[src/fux_consts.svh]
// Offsets, field positions, reset values and counts of the FP exception unit
`ifndef FUX_CONSTS_SVH
`define FUX_CONSTS_SVH
// ----------------------------------------
// Register offsets
// ----------------------------------------
`define FUX_OFF_CSR 4'h0
`define FUX_OFF_CFG 4'h1
`define FUX_OFF_EPC_LO 4'h2
`define FUX_OFF_EPC_HI 4'h3
`define FUX_OFF_XFER 4'h4
// ----------------------------------------
// Control/status and configuration fields (cause order: I U O Z V E)
// ----------------------------------------
`define FUX_RM_LO 5'h00
`define FUX_FLAG_LO 5'h02
`define FUX_EN_LO 5'h07
`define FUX_CAUSE_LO 5'h0C
`define FUX_FS_BIT 5'h18
`define FUX_WIDE_BIT 5'h00
`define FUX_C_I 3'h0
`define FUX_C_U 3'h1
`define FUX_C_O 3'h2
`define FUX_C_Z 3'h3
`define FUX_C_V 3'h4
`define FUX_C_E 3'h5
// ----------------------------------------
// Reset values and constants
// ----------------------------------------
`define FUX_CSR_RST 32'h0000_0000
`define FUX_XFER_NARROW 6'h10
`define FUX_XFER_WIDE 6'h20
`define FUX_EMIN_S 13'sh1F82
`define FUX_EMIN_D 13'sh1C02
`define FUX_MIN_S 64'h0000_0000_0080_0000
`define FUX_MIN_D 64'h0010_0000_0000_0000
`define FUX_SIGN_S 6'h1F
`define FUX_SIGN_D 6'h3F
`endif

[src/fux_pkg.sv]
// Types shared by the FP exception unit
package fux_pkg;
	typedef enum logic [1:0] {FUX_CLS_COMPUTE, FUX_CLS_CONVERT,
		FUX_CLS_COMPARE, FUX_CLS_MOVE} fux_cls_t;
	typedef enum logic [2:0] {FUX_FMT_S, FUX_FMT_D, FUX_FMT_W, FUX_FMT_L,
		FUX_FMT_RSVD} fux_fmt_t;
	typedef enum logic [1:0] {FUX_RM_RN, FUX_RM_RZ, FUX_RM_RP,
		FUX_RM_RM} fux_rm_t;
endpackage : fux_pkg

[src/fux_dec_if.sv]
// Decision signals between the exception unit and its two checkers
`timescale 1ns/1ps
`default_nettype none
interface fux_dec_if;
	fux_pkg::fux_cls_t cls;
	fux_pkg::fux_fmt_t fmt;
	fux_pkg::fux_rm_t rm;
	logic op_reserved;
	logic fmt_invalid;
	logic [1:0] denorm;
	logic [1:0] qnan;
	logic tiny;
	logic sign;
	logic fs;
	logic en_u;
	logic en_i;
	logic unimpl_op;
	logic uf_trap;
	logic uf_flush;
	logic [63:0] flush_val;
	modport src(output cls, fmt, rm, op_reserved, fmt_invalid, denorm, qnan,
		tiny, sign, fs, en_u, en_i, input unimpl_op, uf_trap, uf_flush,
		flush_val);
	modport chk(input cls, fmt, op_reserved, fmt_invalid, denorm, qnan,
		output unimpl_op);
	modport flu(input fmt, rm, tiny, sign, fs, en_u, en_i, output uf_trap,
		uf_flush, flush_val);
endinterface : fux_dec_if
`default_nettype wire

[src/fux_op_check.sv]
// Opcode, format and operand screening for unimplemented operations
`timescale 1ns/1ps
`default_nettype none
module fux_op_check (
	fux_dec_if.chk dec
);
	logic opnd_odd;
	logic checked_cls;

	// Moves and compares pass odd operands through
	assign checked_cls = (dec.cls == fux_pkg::FUX_CLS_COMPUTE) ||
		(dec.cls == fux_pkg::FUX_CLS_CONVERT);
	assign opnd_odd = |(dec.denorm | dec.qnan);
	assign dec.unimpl_op = dec.op_reserved ||
		(dec.fmt == fux_pkg::FUX_FMT_RSVD) ||
		dec.fmt_invalid ||
		(checked_cls && opnd_odd);
endmodule : fux_op_check
`default_nettype wire

[src/fux_uf_flush.sv]
// Underflow trap decision and flushed result value
`timescale 1ns/1ps
`default_nettype none
`include "fux_consts.svh"
module fux_uf_flush (
	fux_dec_if.flu dec
);
	logic [63:0] min_mag;
	logic [5:0] sign_pos;
	logic [63:0] sign_bit;

	assign dec.uf_trap = dec.tiny && (dec.en_u || dec.en_i || !dec.fs);
	assign dec.uf_flush = dec.tiny && !dec.en_u && !dec.en_i && dec.fs;
	assign min_mag = (dec.fmt == fux_pkg::FUX_FMT_D) ? `FUX_MIN_D : `FUX_MIN_S;
	assign sign_pos = (dec.fmt == fux_pkg::FUX_FMT_D) ? `FUX_SIGN_D : `FUX_SIGN_S;
	assign sign_bit = 64'h0000_0000_0000_0001 << sign_pos;

	// Value chosen from rounding mode and intermediate sign
	always_comb begin
		dec.flush_val = 64'h0;
		unique case (dec.rm)
			fux_pkg::FUX_RM_RN, fux_pkg::FUX_RM_RZ: begin
				dec.flush_val = dec.sign ? sign_bit : 64'h0;
			end
			fux_pkg::FUX_RM_RP: begin
				dec.flush_val = dec.sign ? sign_bit : min_mag;
			end
			fux_pkg::FUX_RM_RM: begin
				dec.flush_val = dec.sign ? (sign_bit | min_mag) : 64'h0;
			end
		endcase
	end
endmodule : fux_uf_flush
`default_nettype wire

[src/fux_exc_unit.sv]
// Top of the FP coprocessor underflow and unimplemented-operation unit
//
// Decided for this implementation: strobed register access and the placing of the registers.
`timescale 1ns/1ps
`default_nettype none
`include "fux_consts.svh"
module fux_exc_unit #(
	parameter int ADDR_W = 4,
	parameter int PC_W = 64
) (
	input wire logic clk_sys,
	input wire logic rst,
	input wire logic [ADDR_W-1:0] reg_addr,
	input wire logic [31:0] reg_wdata,
	input wire logic reg_wr,
	input wire logic reg_rd,
	output logic [31:0] reg_rdata,
	input wire logic iss_valid,
	input wire fux_pkg::fux_cls_t iss_cls,
	input wire fux_pkg::fux_fmt_t iss_fmt,
	input wire logic [PC_W-1:0] iss_pc,
	input wire logic op_reserved,
	input wire logic fmt_invalid,
	input wire logic [1:0] opnd_denorm,
	input wire logic [1:0] opnd_qnan,
	input wire logic res_nonzero,
	input wire logic signed [12:0] res_exp,
	input wire logic res_sign,
	input wire logic res_inexact,
	input wire logic res_overflow,
	input wire logic res_divzero,
	input wire logic res_invalid,
	output logic iss_ready,
	output logic res_wr,
	output logic res_flush,
	output logic [63:0] res_flush_val,
	output logic trap,
	output logic [PC_W-1:0] trap_epc,
	output logic [5:0] cause,
	output logic wide_regs,
	output logic [5:0] xfer_count
);
	// ----------------------------------------
	// Parameter checks
	// ----------------------------------------
	if (ADDR_W < 3) begin : g_addr_chk
		$error("ADDR_W must be at least 3");
	end
	if (PC_W < 32 || PC_W > 64) begin : g_pc_chk
		$error("PC_W must lie in 32..64");
	end

	// ----------------------------------------
	// Functions
	// ----------------------------------------
	function automatic logic fux_tiny(input logic nz,
		input logic signed [12:0] ex, input fux_pkg::fux_fmt_t f);
		logic signed [12:0] emin;
		emin = (f == fux_pkg::FUX_FMT_D) ? `FUX_EMIN_D : `FUX_EMIN_S;
		return nz && (ex < emin);
	endfunction : fux_tiny

	function automatic logic fux_pending(input logic [5:0] c,
		input logic [4:0] en);
		return c[`FUX_C_E] || (|(c[4:0] & en));
	endfunction : fux_pending

	// ----------------------------------------
	// State
	// ----------------------------------------
	logic [1:0] rm_ff;
	logic [4:0] flags_ff;
	logic [4:0] en_ff;
	logic [5:0] cause_ff;
	logic fs_ff;
	logic wide_ff;
	logic [PC_W-1:0] epc_ff;
	logic [31:0] rdata_ff;
	logic ready_ff;
	logic res_wr_ff;
	logic res_flush_ff;
	logic [63:0] flush_val_ff;
	logic trap_ff;
	logic [5:0] xfer_ff;
	logic [5:0] nxt_cause;
	logic [4:0] nxt_flags;
	logic [4:0] nxt_en;
	logic [5:0] op_cause;
	logic iss_acc;
	logic csr_wr;
	logic cfg_wr;
	logic unimpl;
	logic take_trap;
	logic [63:0] epc_wide;
	logic [31:0] csr_word;
	fux_dec_if dec ();

	assign iss_acc = iss_valid && ready_ff;
	assign csr_wr = reg_wr && (reg_addr == ADDR_W'(`FUX_OFF_CSR));
	assign cfg_wr = reg_wr && (reg_addr == ADDR_W'(`FUX_OFF_CFG));

	// ----------------------------------------
	// Checkers
	// ----------------------------------------
	assign dec.cls = iss_cls;
	assign dec.fmt = iss_fmt;
	assign dec.rm = fux_pkg::fux_rm_t'(rm_ff);
	assign dec.op_reserved = op_reserved;
	assign dec.fmt_invalid = fmt_invalid;
	assign dec.denorm = opnd_denorm;
	assign dec.qnan = opnd_qnan;
	assign dec.tiny = fux_tiny(res_nonzero, res_exp, iss_fmt);
	assign dec.sign = res_sign;
	assign dec.fs = fs_ff;
	assign dec.en_u = en_ff[`FUX_C_U];
	assign dec.en_i = en_ff[`FUX_C_I];

	fux_op_check u_check (
		.dec(dec.chk)
	);

	fux_uf_flush u_flush (
		.dec(dec.flu)
	);

	// ----------------------------------------
	// Cause and trap decision
	// ----------------------------------------
	assign unimpl = dec.unimpl_op || dec.uf_trap;

	always_comb begin
		op_cause = 6'h00;
		if (unimpl) begin
			op_cause[`FUX_C_E] = 1'b1;
		end else begin
			op_cause[`FUX_C_I] = res_inexact || res_overflow ||
				dec.uf_flush;
			op_cause[`FUX_C_U] = dec.uf_flush;
			op_cause[`FUX_C_O] = res_overflow;
			op_cause[`FUX_C_Z] = res_divzero;
			op_cause[`FUX_C_V] = res_invalid;
		end
	end

	// Unimplemented has no enable bit
	assign take_trap = unimpl || (|(op_cause[4:0] & en_ff));

	always_comb begin
		nxt_cause = cause_ff;
		if (csr_wr) begin
			nxt_cause = reg_wdata[`FUX_CAUSE_LO +: 6];
		end
		// Hardware set wins over a same-cycle write
		if (iss_acc) begin
			nxt_cause = (csr_wr ? reg_wdata[`FUX_CAUSE_LO +: 6] : 6'h00) |
				op_cause;
		end
	end

	always_comb begin
		nxt_flags = csr_wr ? reg_wdata[`FUX_FLAG_LO +: 5] : flags_ff;
		if (iss_acc && !take_trap) begin
			nxt_flags = nxt_flags | op_cause[4:0];
		end
	end

	assign nxt_en = csr_wr ? reg_wdata[`FUX_EN_LO +: 5] : en_ff;

	// ----------------------------------------
	// Control/status register
	// ----------------------------------------
	always_ff @(posedge clk_sys) begin
		if (rst) begin
			cause_ff <= 6'h00;
			flags_ff <= 5'h00;
			en_ff <= 5'h00;
		end else begin
			cause_ff <= nxt_cause;
			flags_ff <= nxt_flags;
			en_ff <= nxt_en;
		end
	end

	always_ff @(posedge clk_sys) begin
		if (rst) begin
			rm_ff <= 2'h0;
			fs_ff <= 1'b0;
		end else if (csr_wr) begin
			rm_ff <= reg_wdata[`FUX_RM_LO +: 2];
			fs_ff <= reg_wdata[`FUX_FS_BIT];
		end
	end

	// ----------------------------------------
	// Register-set width and save count
	// ----------------------------------------
	always_ff @(posedge clk_sys) begin
		if (rst) begin
			wide_ff <= 1'b0;
			xfer_ff <= `FUX_XFER_NARROW;
		end else if (cfg_wr) begin
			wide_ff <= reg_wdata[`FUX_WIDE_BIT];
			xfer_ff <= reg_wdata[`FUX_WIDE_BIT] ? `FUX_XFER_WIDE :
				`FUX_XFER_NARROW;
		end
	end

	// ----------------------------------------
	// Issue, result and precise trap
	// ----------------------------------------
	// A pending unimplemented cause or an enabled pending cause holds issue off, so nothing later retires
	always_ff @(posedge clk_sys) begin
		if (rst) begin
			ready_ff <= 1'b0;
		end else begin
			ready_ff <= !fux_pending(nxt_cause, nxt_en);
		end
	end

	always_ff @(posedge clk_sys) begin
		if (rst) begin
			res_wr_ff <= 1'b0;
			res_flush_ff <= 1'b0;
			flush_val_ff <= 64'h0;
		end else begin
			res_wr_ff <= iss_acc && !take_trap;
			res_flush_ff <= iss_acc && !take_trap && dec.uf_flush;
			flush_val_ff <= dec.flush_val;
		end
	end

	always_ff @(posedge clk_sys) begin
		if (rst) begin
			trap_ff <= 1'b0;
		end else begin
			trap_ff <= iss_acc && take_trap;
		end
	end

	always_ff @(posedge clk_sys) begin
		if (rst) begin
			epc_ff <= '0;
		end else if (iss_acc && take_trap) begin
			epc_ff <= iss_pc;
		end
	end

	// ----------------------------------------
	// Register read port
	// ----------------------------------------
	always_comb begin
		csr_word = `FUX_CSR_RST;
		csr_word[`FUX_RM_LO +: 2] = rm_ff;
		csr_word[`FUX_FLAG_LO +: 5] = flags_ff;
		csr_word[`FUX_EN_LO +: 5] = en_ff;
		csr_word[`FUX_CAUSE_LO +: 6] = cause_ff;
		csr_word[`FUX_FS_BIT] = fs_ff;
	end

	assign epc_wide = 64'(epc_ff);

	always_ff @(posedge clk_sys) begin
		if (rst) begin
			rdata_ff <= 32'h0;
		end else if (reg_rd) begin
			unique case (reg_addr)
				ADDR_W'(`FUX_OFF_CSR): rdata_ff <= csr_word;
				ADDR_W'(`FUX_OFF_CFG): rdata_ff <= {31'h0, wide_ff};
				ADDR_W'(`FUX_OFF_EPC_LO): rdata_ff <= epc_wide[31:0];
				ADDR_W'(`FUX_OFF_EPC_HI): rdata_ff <= epc_wide[63:32];
				ADDR_W'(`FUX_OFF_XFER): rdata_ff <= {26'h0, xfer_ff};
				default: rdata_ff <= 32'h0;
			endcase
		end else begin
			rdata_ff <= 32'h0;
		end
	end

	assign reg_rdata = rdata_ff;
	assign iss_ready = ready_ff;
	assign res_wr = res_wr_ff;
	assign res_flush = res_flush_ff;
	assign res_flush_val = flush_val_ff;
	assign trap = trap_ff;
	assign trap_epc = epc_ff;
	assign cause = cause_ff;
	assign wide_regs = wide_ff;
	assign xfer_count = xfer_ff;
endmodule : fux_exc_unit
`default_nettype wire

[config.mk]
export PLATFORM = sky130hd
export DESIGN_NAME = fux_exc_unit
export DESIGN_NICKNAME = d
export VERILOG_FILES = /design/src/fux_pkg.sv /design/src/fux_dec_if.sv /design/src/fux_op_check.sv /design/src/fux_uf_flush.sv /design/src/fux_exc_unit.sv
export VERILOG_INCLUDE_DIRS = /design/src
export SDC_FILE = /design/constraint.sdc
export NUM_CORES = 1
export LEC_CHECK = 0
export BUFFER_PORTS_ARGS = -buffer_cell sky130_fd_sc_hd__clkbuf_2
export CORE_AREA = 2 2 121 123
export CTS_CLUSTER_SIZE = 28
export DETAILED_ROUTE_END_ITERATION = 7
export DIE_AREA = 0 0 123 125
export PLACE_DENSITY = 0.78
export SKIP_CTS_REPAIR_TIMING = 1
export SLEW_MARGIN = 10
export SYNTH_ARGS = -nofsm -noshare
export SYNTH_HDL_FRONTEND = slang
export SYNTH_SLANG_ARGS = --single-unit
[constraint.sdc]
create_clock -name clk_sys -period 4.6 [get_ports clk_sys]
set_input_delay 0.23 -clock clk_sys [delete_from_list [all_inputs] [get_ports clk_sys]]
set_output_delay 0.23 -clock clk_sys [all_outputs]
set_load 0.02 [all_outputs]
; After elaboration in Yosys (flattened, before gate mapping)
; Cells that the tools add are included.
[classes]
n_eq_ne = 10
reduce_logical = 36
mux = 17
n_lt_le_gt_ge = 1
n_bitwise = 7
shift = 1
[ops]
columns = operator, n
row1 = 64-bit two-way mux, 3
row2 = 64-bit one-hot mux with 3 select lines, 1
row3 = 32-bit one-hot mux with 5 select lines, 1
row4 = 64-bit OR, 1
row5 = "1-bit by 6-bit << shifter with 64-bit output, first input constant", 1
row6 = 53-bit two-way mux, 1
row7 = 6-bit two-way mux, 5
row8 = 5-bit two-way mux, 4
row9 = 13-bit by 11-bit < comparator with 1-bit output, 1
row10 = 1-bit logical AND, 12
row11 = 1-bit logical OR, 11
row12 = 5-bit AND, 2
row13 = 10-bit two-way mux, 1
row14 = 5-bit OR reduction, 2
row15 = "4-bit by 2-bit == test with 1-bit output, second input constant", 2
row16 = 6-bit OR, 1
row17 = 2-bit OR reduction, 3
row18 = 1-bit logical NOT, 5
row19 = 5-bit OR, 1
row20 = "2-bit by 1-bit == test with 1-bit output, second input constant", 2
row21 = "2-bit == test, second input constant", 2
row22 = "4-bit by 1-bit == test with 1-bit output, second input constant", 1
row23 = "4-bit by 3-bit == test with 1-bit output, second input constant", 1
row24 = 2-bit logical NOT, 2
row25 = 6 further kinds, 6
[word_totals]
in_bits = 135
out_inout_bits = 177
elab_cells = 86
reg_bits = 190

; Logic depth before layout (Yosys ltp)
[logic_depth]
word_depth = 15
ltp_mapped = 11
depth_no_buf = 9

; Hierarchy
; A second synthesis with hierarchy kept.
[hier_totals]
cells_unflattened = 746
hier_area_um2 = 6781.5
[by_module_without_submodules]
columns = mod, seq_area_each_um2, cells_each, area_each_um2, n_inst
row1 = fux_exc_unit, 3703.6, 672, 6227.2, 1
row2 = fux_uf_flush, 0.0, 70, 523.0, 1
row3 = fux_op_check, 0.0, 4, 31.3, 1

; Worst setup path after synthesis
; OpenSTA, ideal clock, no wires.
[synth_timing]
kind = input to register
startpoint = in iss_fmt[1]
endpoint = reg epc_ff[18] (netlist: trap_epc[18])
arrival_ps = 1877
path_stages = 11
setup_ps = 143
setup_slack_ps = 2580
required_ps = 4457
path_buffers = 2
cell_sequence = nor2_1 > nand2_1 > inv_1 > ha_1 > o21ai_0 > a221o_2 > a211o_1 > buf_4 > buf_6 > nand3_1 > a21oi_2
[synth_between]
elab_chain_cells = 13
word_cells_on_any_way = 19
cone_classes = 1 x order compare / 2 x eq/ne / 2 x mux / 1 x bitwise / 13 x reduce/logical
[synth_rtl]
columns = item, line
row1 = start: declaration, fux_exc_unit.sv:20  ; input wire fux_pkg::fux_fmt_t iss_fmt,
row2 = 3-bit by 1-bit == test with 1-bit output, fux_exc_unit.sv:59  ; emin = (f == fux_pkg::FUX_FMT_D) ? `FUX_EMIN_D : `FUX_EMIN_S;
row3 = 10-bit two-way mux (no source line), --
row4 = 13-bit by 11-bit < comparator with 1-bit output, fux_exc_unit.sv:60  ; return nz && (ex < emin);
row5 = 1-bit logical AND, fux_exc_unit.sv:60
row6 = 1-bit logical AND (3 in a row), fux_uf_flush.sv:13  ; assign dec.uf_flush = dec.tiny && !dec.en_u && !dec.en_i && dec.fs;
row7 = 1-bit logical OR, fux_exc_unit.sv:136  ; op_cause[`FUX_C_I] = res_inexact || res_overflow ||
row8 = 5-bit two-way mux, fux_exc_unit.sv:133  ; if (unimpl) begin
row9 = 5-bit AND, fux_exc_unit.sv:146  ; assign take_trap = unimpl || (|(op_cause[4:0] & en_ff));
row10 = 5-bit OR reduction, fux_exc_unit.sv:146
row11 = 1-bit logical OR (*), fux_exc_unit.sv:146
row12 = 1-bit logical AND (*), fux_exc_unit.sv:243  ; end else if (iss_acc && take_trap) begin
row13 = end signal: assignment, fux_exc_unit.sv:244  ; epc_ff <= iss_pc;
row14 = end: declaration, fux_exc_unit.sv:77  ; logic [PC_W-1:0] epc_ff;
; Every way passes the cells marked *; elsewhere a longest branch is shown, timed or not.
; A chain may end at the register's enable or synchronous reset.

; Final worst setup path
[layout_timing]
startpoint = in iss_fmt[1]
endpoint = reg epc_ff[1] (netlist: trap_epc[1])
; The elaborated chain is that of the path after synthesis.

==> impl_results.rst <==
.. list-table::
   :header-rows: 1

   * - Metric
     - Value
   * - Final Setup Violations
     - 0
   * - Worst slack after detailed placement
     - 1620 ps
   * - NetSw
     - 0.810 mW
   * - Quantity of I/O buffers inserted on ports
     - 232
   * - Final Hold Vio Count
     - 0
   * - Met1 Wirelength
     - 6930 um
   * - Wire length of the first global-routing pass
     - 27100 um
   * - Proportion of power drawn by the clock network
     - 49.0%
   * - Reg2reg setup slack
     - 2040 ps
   * - Run status
     - completed
   * - First DRT Iteration DRCs
     - 520
   * - Starting density of the core
     - 42.1%
   * - IO Pins
     - 312
   * - Post-placement cell area
     - 6840 um^2
   * - Leading cell type in the layout, fill and taps excluded
     - sky130_fd_sc_hd__clkbuf_2
   * - Category of the worst setup path launch point
     - input port
   * - Total negative slack for setup checks
     - 0 ps
   * - Cell internal pwr
     - 2.15 mW
   * - Area fraction of the dominant cell type after synthesis
     - 41.8%
   * - Switching share of power
     - 27.3%
   * - Commonest cells after routing, fill and taps aside
     - sky130_fd_sc_hd__clkbuf_2, sky130_fd_sc_hd__dfxtp_1, sky130_fd_sc_hd__nand3_1
   * - H-Tree Level Count
     - 4
   * - Post-synthesis cell count
     - 669
   * - Seq/Total Area, Yosys
     - 41.8%
   * - Slew @ Worst Pin
     - 1010 ps
   * - Number of global-route vias before repair
     - 5102
   * - # Max-Cap Violations
     - 0
   * - Cts bufs inserted
     - 17
   * - Required time at the worst-slack endpoint
     - 4930 ps
   * - Antenna diode count
     - 0
   * - WL met2
     - 8770 um
   * - Final setup margin
     - 2030 ps
   * - Final Skew
     - 9.04 ps
   * - Antenna-violating nets left
     - 0
   * - Die width
     - 123 um
   * - Area of the multi-input gates
     - 2870 um^2
   * - HPWL after detailed placement
     - 12400 um
   * - Global placement routability congestion
     - 0.868
   * - Proportion of power drawn by flip-flops and latches
     - 38.7%
   * - Kind of critical path
     - input port to flop
   * - Met3 routed WL
     - 1660 um
   * - Clk root buf
     - sky130_fd_sc_hd__clkbuf_16
   * - Post-synth EDFFs
     - 0
   * - Peak fanout along the critical path
     - 47
   * - Number of antenna violations at the first check in global routing
     - 0
   * - Share of the clock period used by the worst path after layout
     - 55.9%
   * - Syn avg cell area
     - 8.94 um^2
   * - Total length of routed wires
     - 17800 um
   * - Detailed-router iteration count before antenna repair
     - 5
   * - Clock transition at the registers of the reported paths
     - 60 ps
   * - Synthesis-stage register bit count
     - 125
   * - Post-detailed-route wirelength per cell
     - 16.6 um
   * - Area of all placed cells without fillers
     - 7470 um^2
   * - Leakage dissipation
     - 3.13 nW
   * - Final #Nets
     - 1009
   * - Highest routing layer actually used
     - met4
   * - Sink Count
     - 125
   * - Worst max-slew margin expressed relative to the limit
     - 32.3%
   * - Power density over the cells
     - 396 nW/um^2
   * - Cell taking the most area after synthesis
     - sky130_fd_sc_hd__dfxtp_1
   * - Critical path arrival
     - 2910 ps
   * - Synth area leaders
     - sky130_fd_sc_hd__dfxtp_1, sky130_fd_sc_hd__buf_4, sky130_fd_sc_hd__a21oi_2, sky130_fd_sc_hd__nand3_1, sky130_fd_sc_hd__o21ai_1
   * - Number of fill cells
     - 1307
   * - Pin count of the biggest net entering global routing
     - 65
   * - Full die area
     - 15400 um^2
   * - Setup repair after global routing missed its margin
     - false
   * - Syn-to-layout area delta
     - 24.9%
   * - Max Slew Vio Count
     - 0
   * - Total of warnings raised by yosys
     - 0
   * - Capturing element type of the critical path
     - flop
   * - Max Clk Rate
     - 389 MHz
   * - Standard cell core area
     - 14200 um^2
   * - Primary flip-flop cell chosen by synthesis mapping
     - sky130_fd_sc_hd__dfxtp_1
   * - Per-cell via count in the routed design
     - 5.27
   * - Total power consumption of the routed design
     - 2.96 mW
   * - Buffer levels on the longest clock path
     - 2
   * - Congestion Overflow GR
     - 0
   * - Clock latency of the later-clocked register in the worst-skew pair
     - 410 ps
   * - CTS tree
     - built
   * - Maximum resistive drop on vdd
     - 230 uV
   * - Distinct cells, synth
     - 56
   * - Die Y
     - 125 um
   * - DR vias
     - 5624
   * - Area of the mapped netlist
     - 5980 um^2
   * - Minimum clock period after layout
     - 2570 ps
   * - Number of remaining DRC errors
     - 0
   * - Storage element area
     - 2500 um^2
   * - Worst min-delay path class
     - input port to flop
   * - Cell row count
     - 44
   * - Fraction of layout instances using a drive strength above 1
     - 40.0%
   * - Portion of total power attributed to combinational logic
     - 12.4%
   * - Combined global-route utilization of all metal layers
     - 22.9%
   * - Post-synth ARST share
     - 0%
[worst max-delay path, cell delays in order]
cell and delay [ps]:
sky130_fd_sc_hd__clkbuf_2 90, sky130_fd_sc_hd__nor2_1 110, sky130_fd_sc_hd__nand2_1 100, sky130_fd_sc_hd__inv_1 160
sky130_fd_sc_hd__ha_1 190, sky130_fd_sc_hd__o21ai_0 120, sky130_fd_sc_hd__a221o_2 420, sky130_fd_sc_hd__a211oi_4 870
sky130_fd_sc_hd__buf_12 330, sky130_fd_sc_hd__o21ai_0 110, sky130_fd_sc_hd__a21oi_1 170
[synthesized netlist by cell type, types with 2 or more instances]
master,instances
sky130_fd_sc_hd__o21ai_1,51
sky130_fd_sc_hd__a21oi_1,24
sky130_fd_sc_hd__buf_2,7
sky130_fd_sc_hd__and3_1,2
sky130_fd_sc_hd__nand3_1,80
sky130_fd_sc_hd__nand4_1,2
sky130_fd_sc_hd__mux2i_1,5
sky130_fd_sc_hd__nor2_1,45
sky130_fd_sc_hd__buf_1,3
sky130_fd_sc_hd__ha_1,3
sky130_fd_sc_hd__a21boi_0,2
sky130_fd_sc_hd__a221oi_1,4
sky130_fd_sc_hd__nor3_1,4
sky130_fd_sc_hd__o21ai_0,20
sky130_fd_sc_hd__buf_4,67
sky130_fd_sc_hd__nand2b_1,3
sky130_fd_sc_hd__a21oi_2,50
sky130_fd_sc_hd__buf_12,5
sky130_fd_sc_hd__nor3b_2,2
sky130_fd_sc_hd__a22oi_1,31
sky130_fd_sc_hd__clkbuf_1,28
sky130_fd_sc_hd__dfxtp_1,125
sky130_fd_sc_hd__nor4_1,5
sky130_fd_sc_hd__a222oi_1,3
sky130_fd_sc_hd__inv_1,2
sky130_fd_sc_hd__nand2_1,35
sky130_fd_sc_hd__a31oi_1,9
sky130_fd_sc_hd__mux2_2,17
sky130_fd_sc_hd__buf_6,7
sky130_fd_sc_hd__nand3b_1,2
[power groups by stage]
stage | Combinational [mW] | Clock (mW) | Sequential [mW]
final | 0.366 | 1.45 | 1.15
after global routing | 0.397 | 1.52 | 1.15
after CTS | 0.365 | 1.47 | 1.15
after detailed placement | 0.364 | 0 | 1.17
after global placement | 0.361 | 0 | 1.17
after floorplan | 0.252 | 0 | 1.20
[layer usage]
layer  track usage [%]  up-vias
met5                 0        -
met4              9.69        0
met3              6.61       24
met2              38.6      307
met1              26.8     2613
li1                  -     2680
[sequential cells by signal, summed over array words and instances, names as in the netlist]
register	count
cause	6
dec.fs	1
dec.rm	2
en_ff	5
flags_ff	5
iss_ready	1
reg_rdata	32
res_flush	1
res_flush_val	4
res_wr	1
trap	1
trap_epc	64
wide_regs	1
xfer_count	1
[cell families after synthesis]
group / Yosys count / synth area share [%]
fa+ha+maj: 3 / 0.627
compound gates: 206 / 23.5
buf+inv: 121 / 14.3
xor+xnor: 1 / 0.146
simple gates: 190 / 15.6
other cells: 1 / 0.0627
flops: 125 / 41.8
mux: 22 / 4.04
[path summary, 6_finish.rpt]
path / from / end / cells past startpoint
max: iss_fmt[1] / trap_epc[1] / 11
min: reg_wdata[1] / dec.rm[1] / 3
max reg2reg: en_ff[0] / trap_epc[1] / 6
min reg2reg: dec.fs / dec.fs / 2
[layout make-up]
| class | instances | area share [%] |
|---|---|---|
| multi-input cells | 486 | 38.4 |
| flip-flops and latches | 125 | 33.5 |
| repair buffers | 239 | 16.4 |
| clock buffers | 17 | 5.69 |
| well taps | 184 | 3.08 |
| clock inverters | 15 | 2.81 |
| inverters | 2 | 0.100 |
[through the flow]
step                std cells  hold WS, ps  utilization (%)
floorplan                 732          366                -
global placement         1036          458             48.1
detailed placement       1036          462             48.1
CTS                      1068         23.6             52.6
global route             1068         37.5             52.6
finish                   1068         45.7             52.6
(Power assumes the default switching activity.)
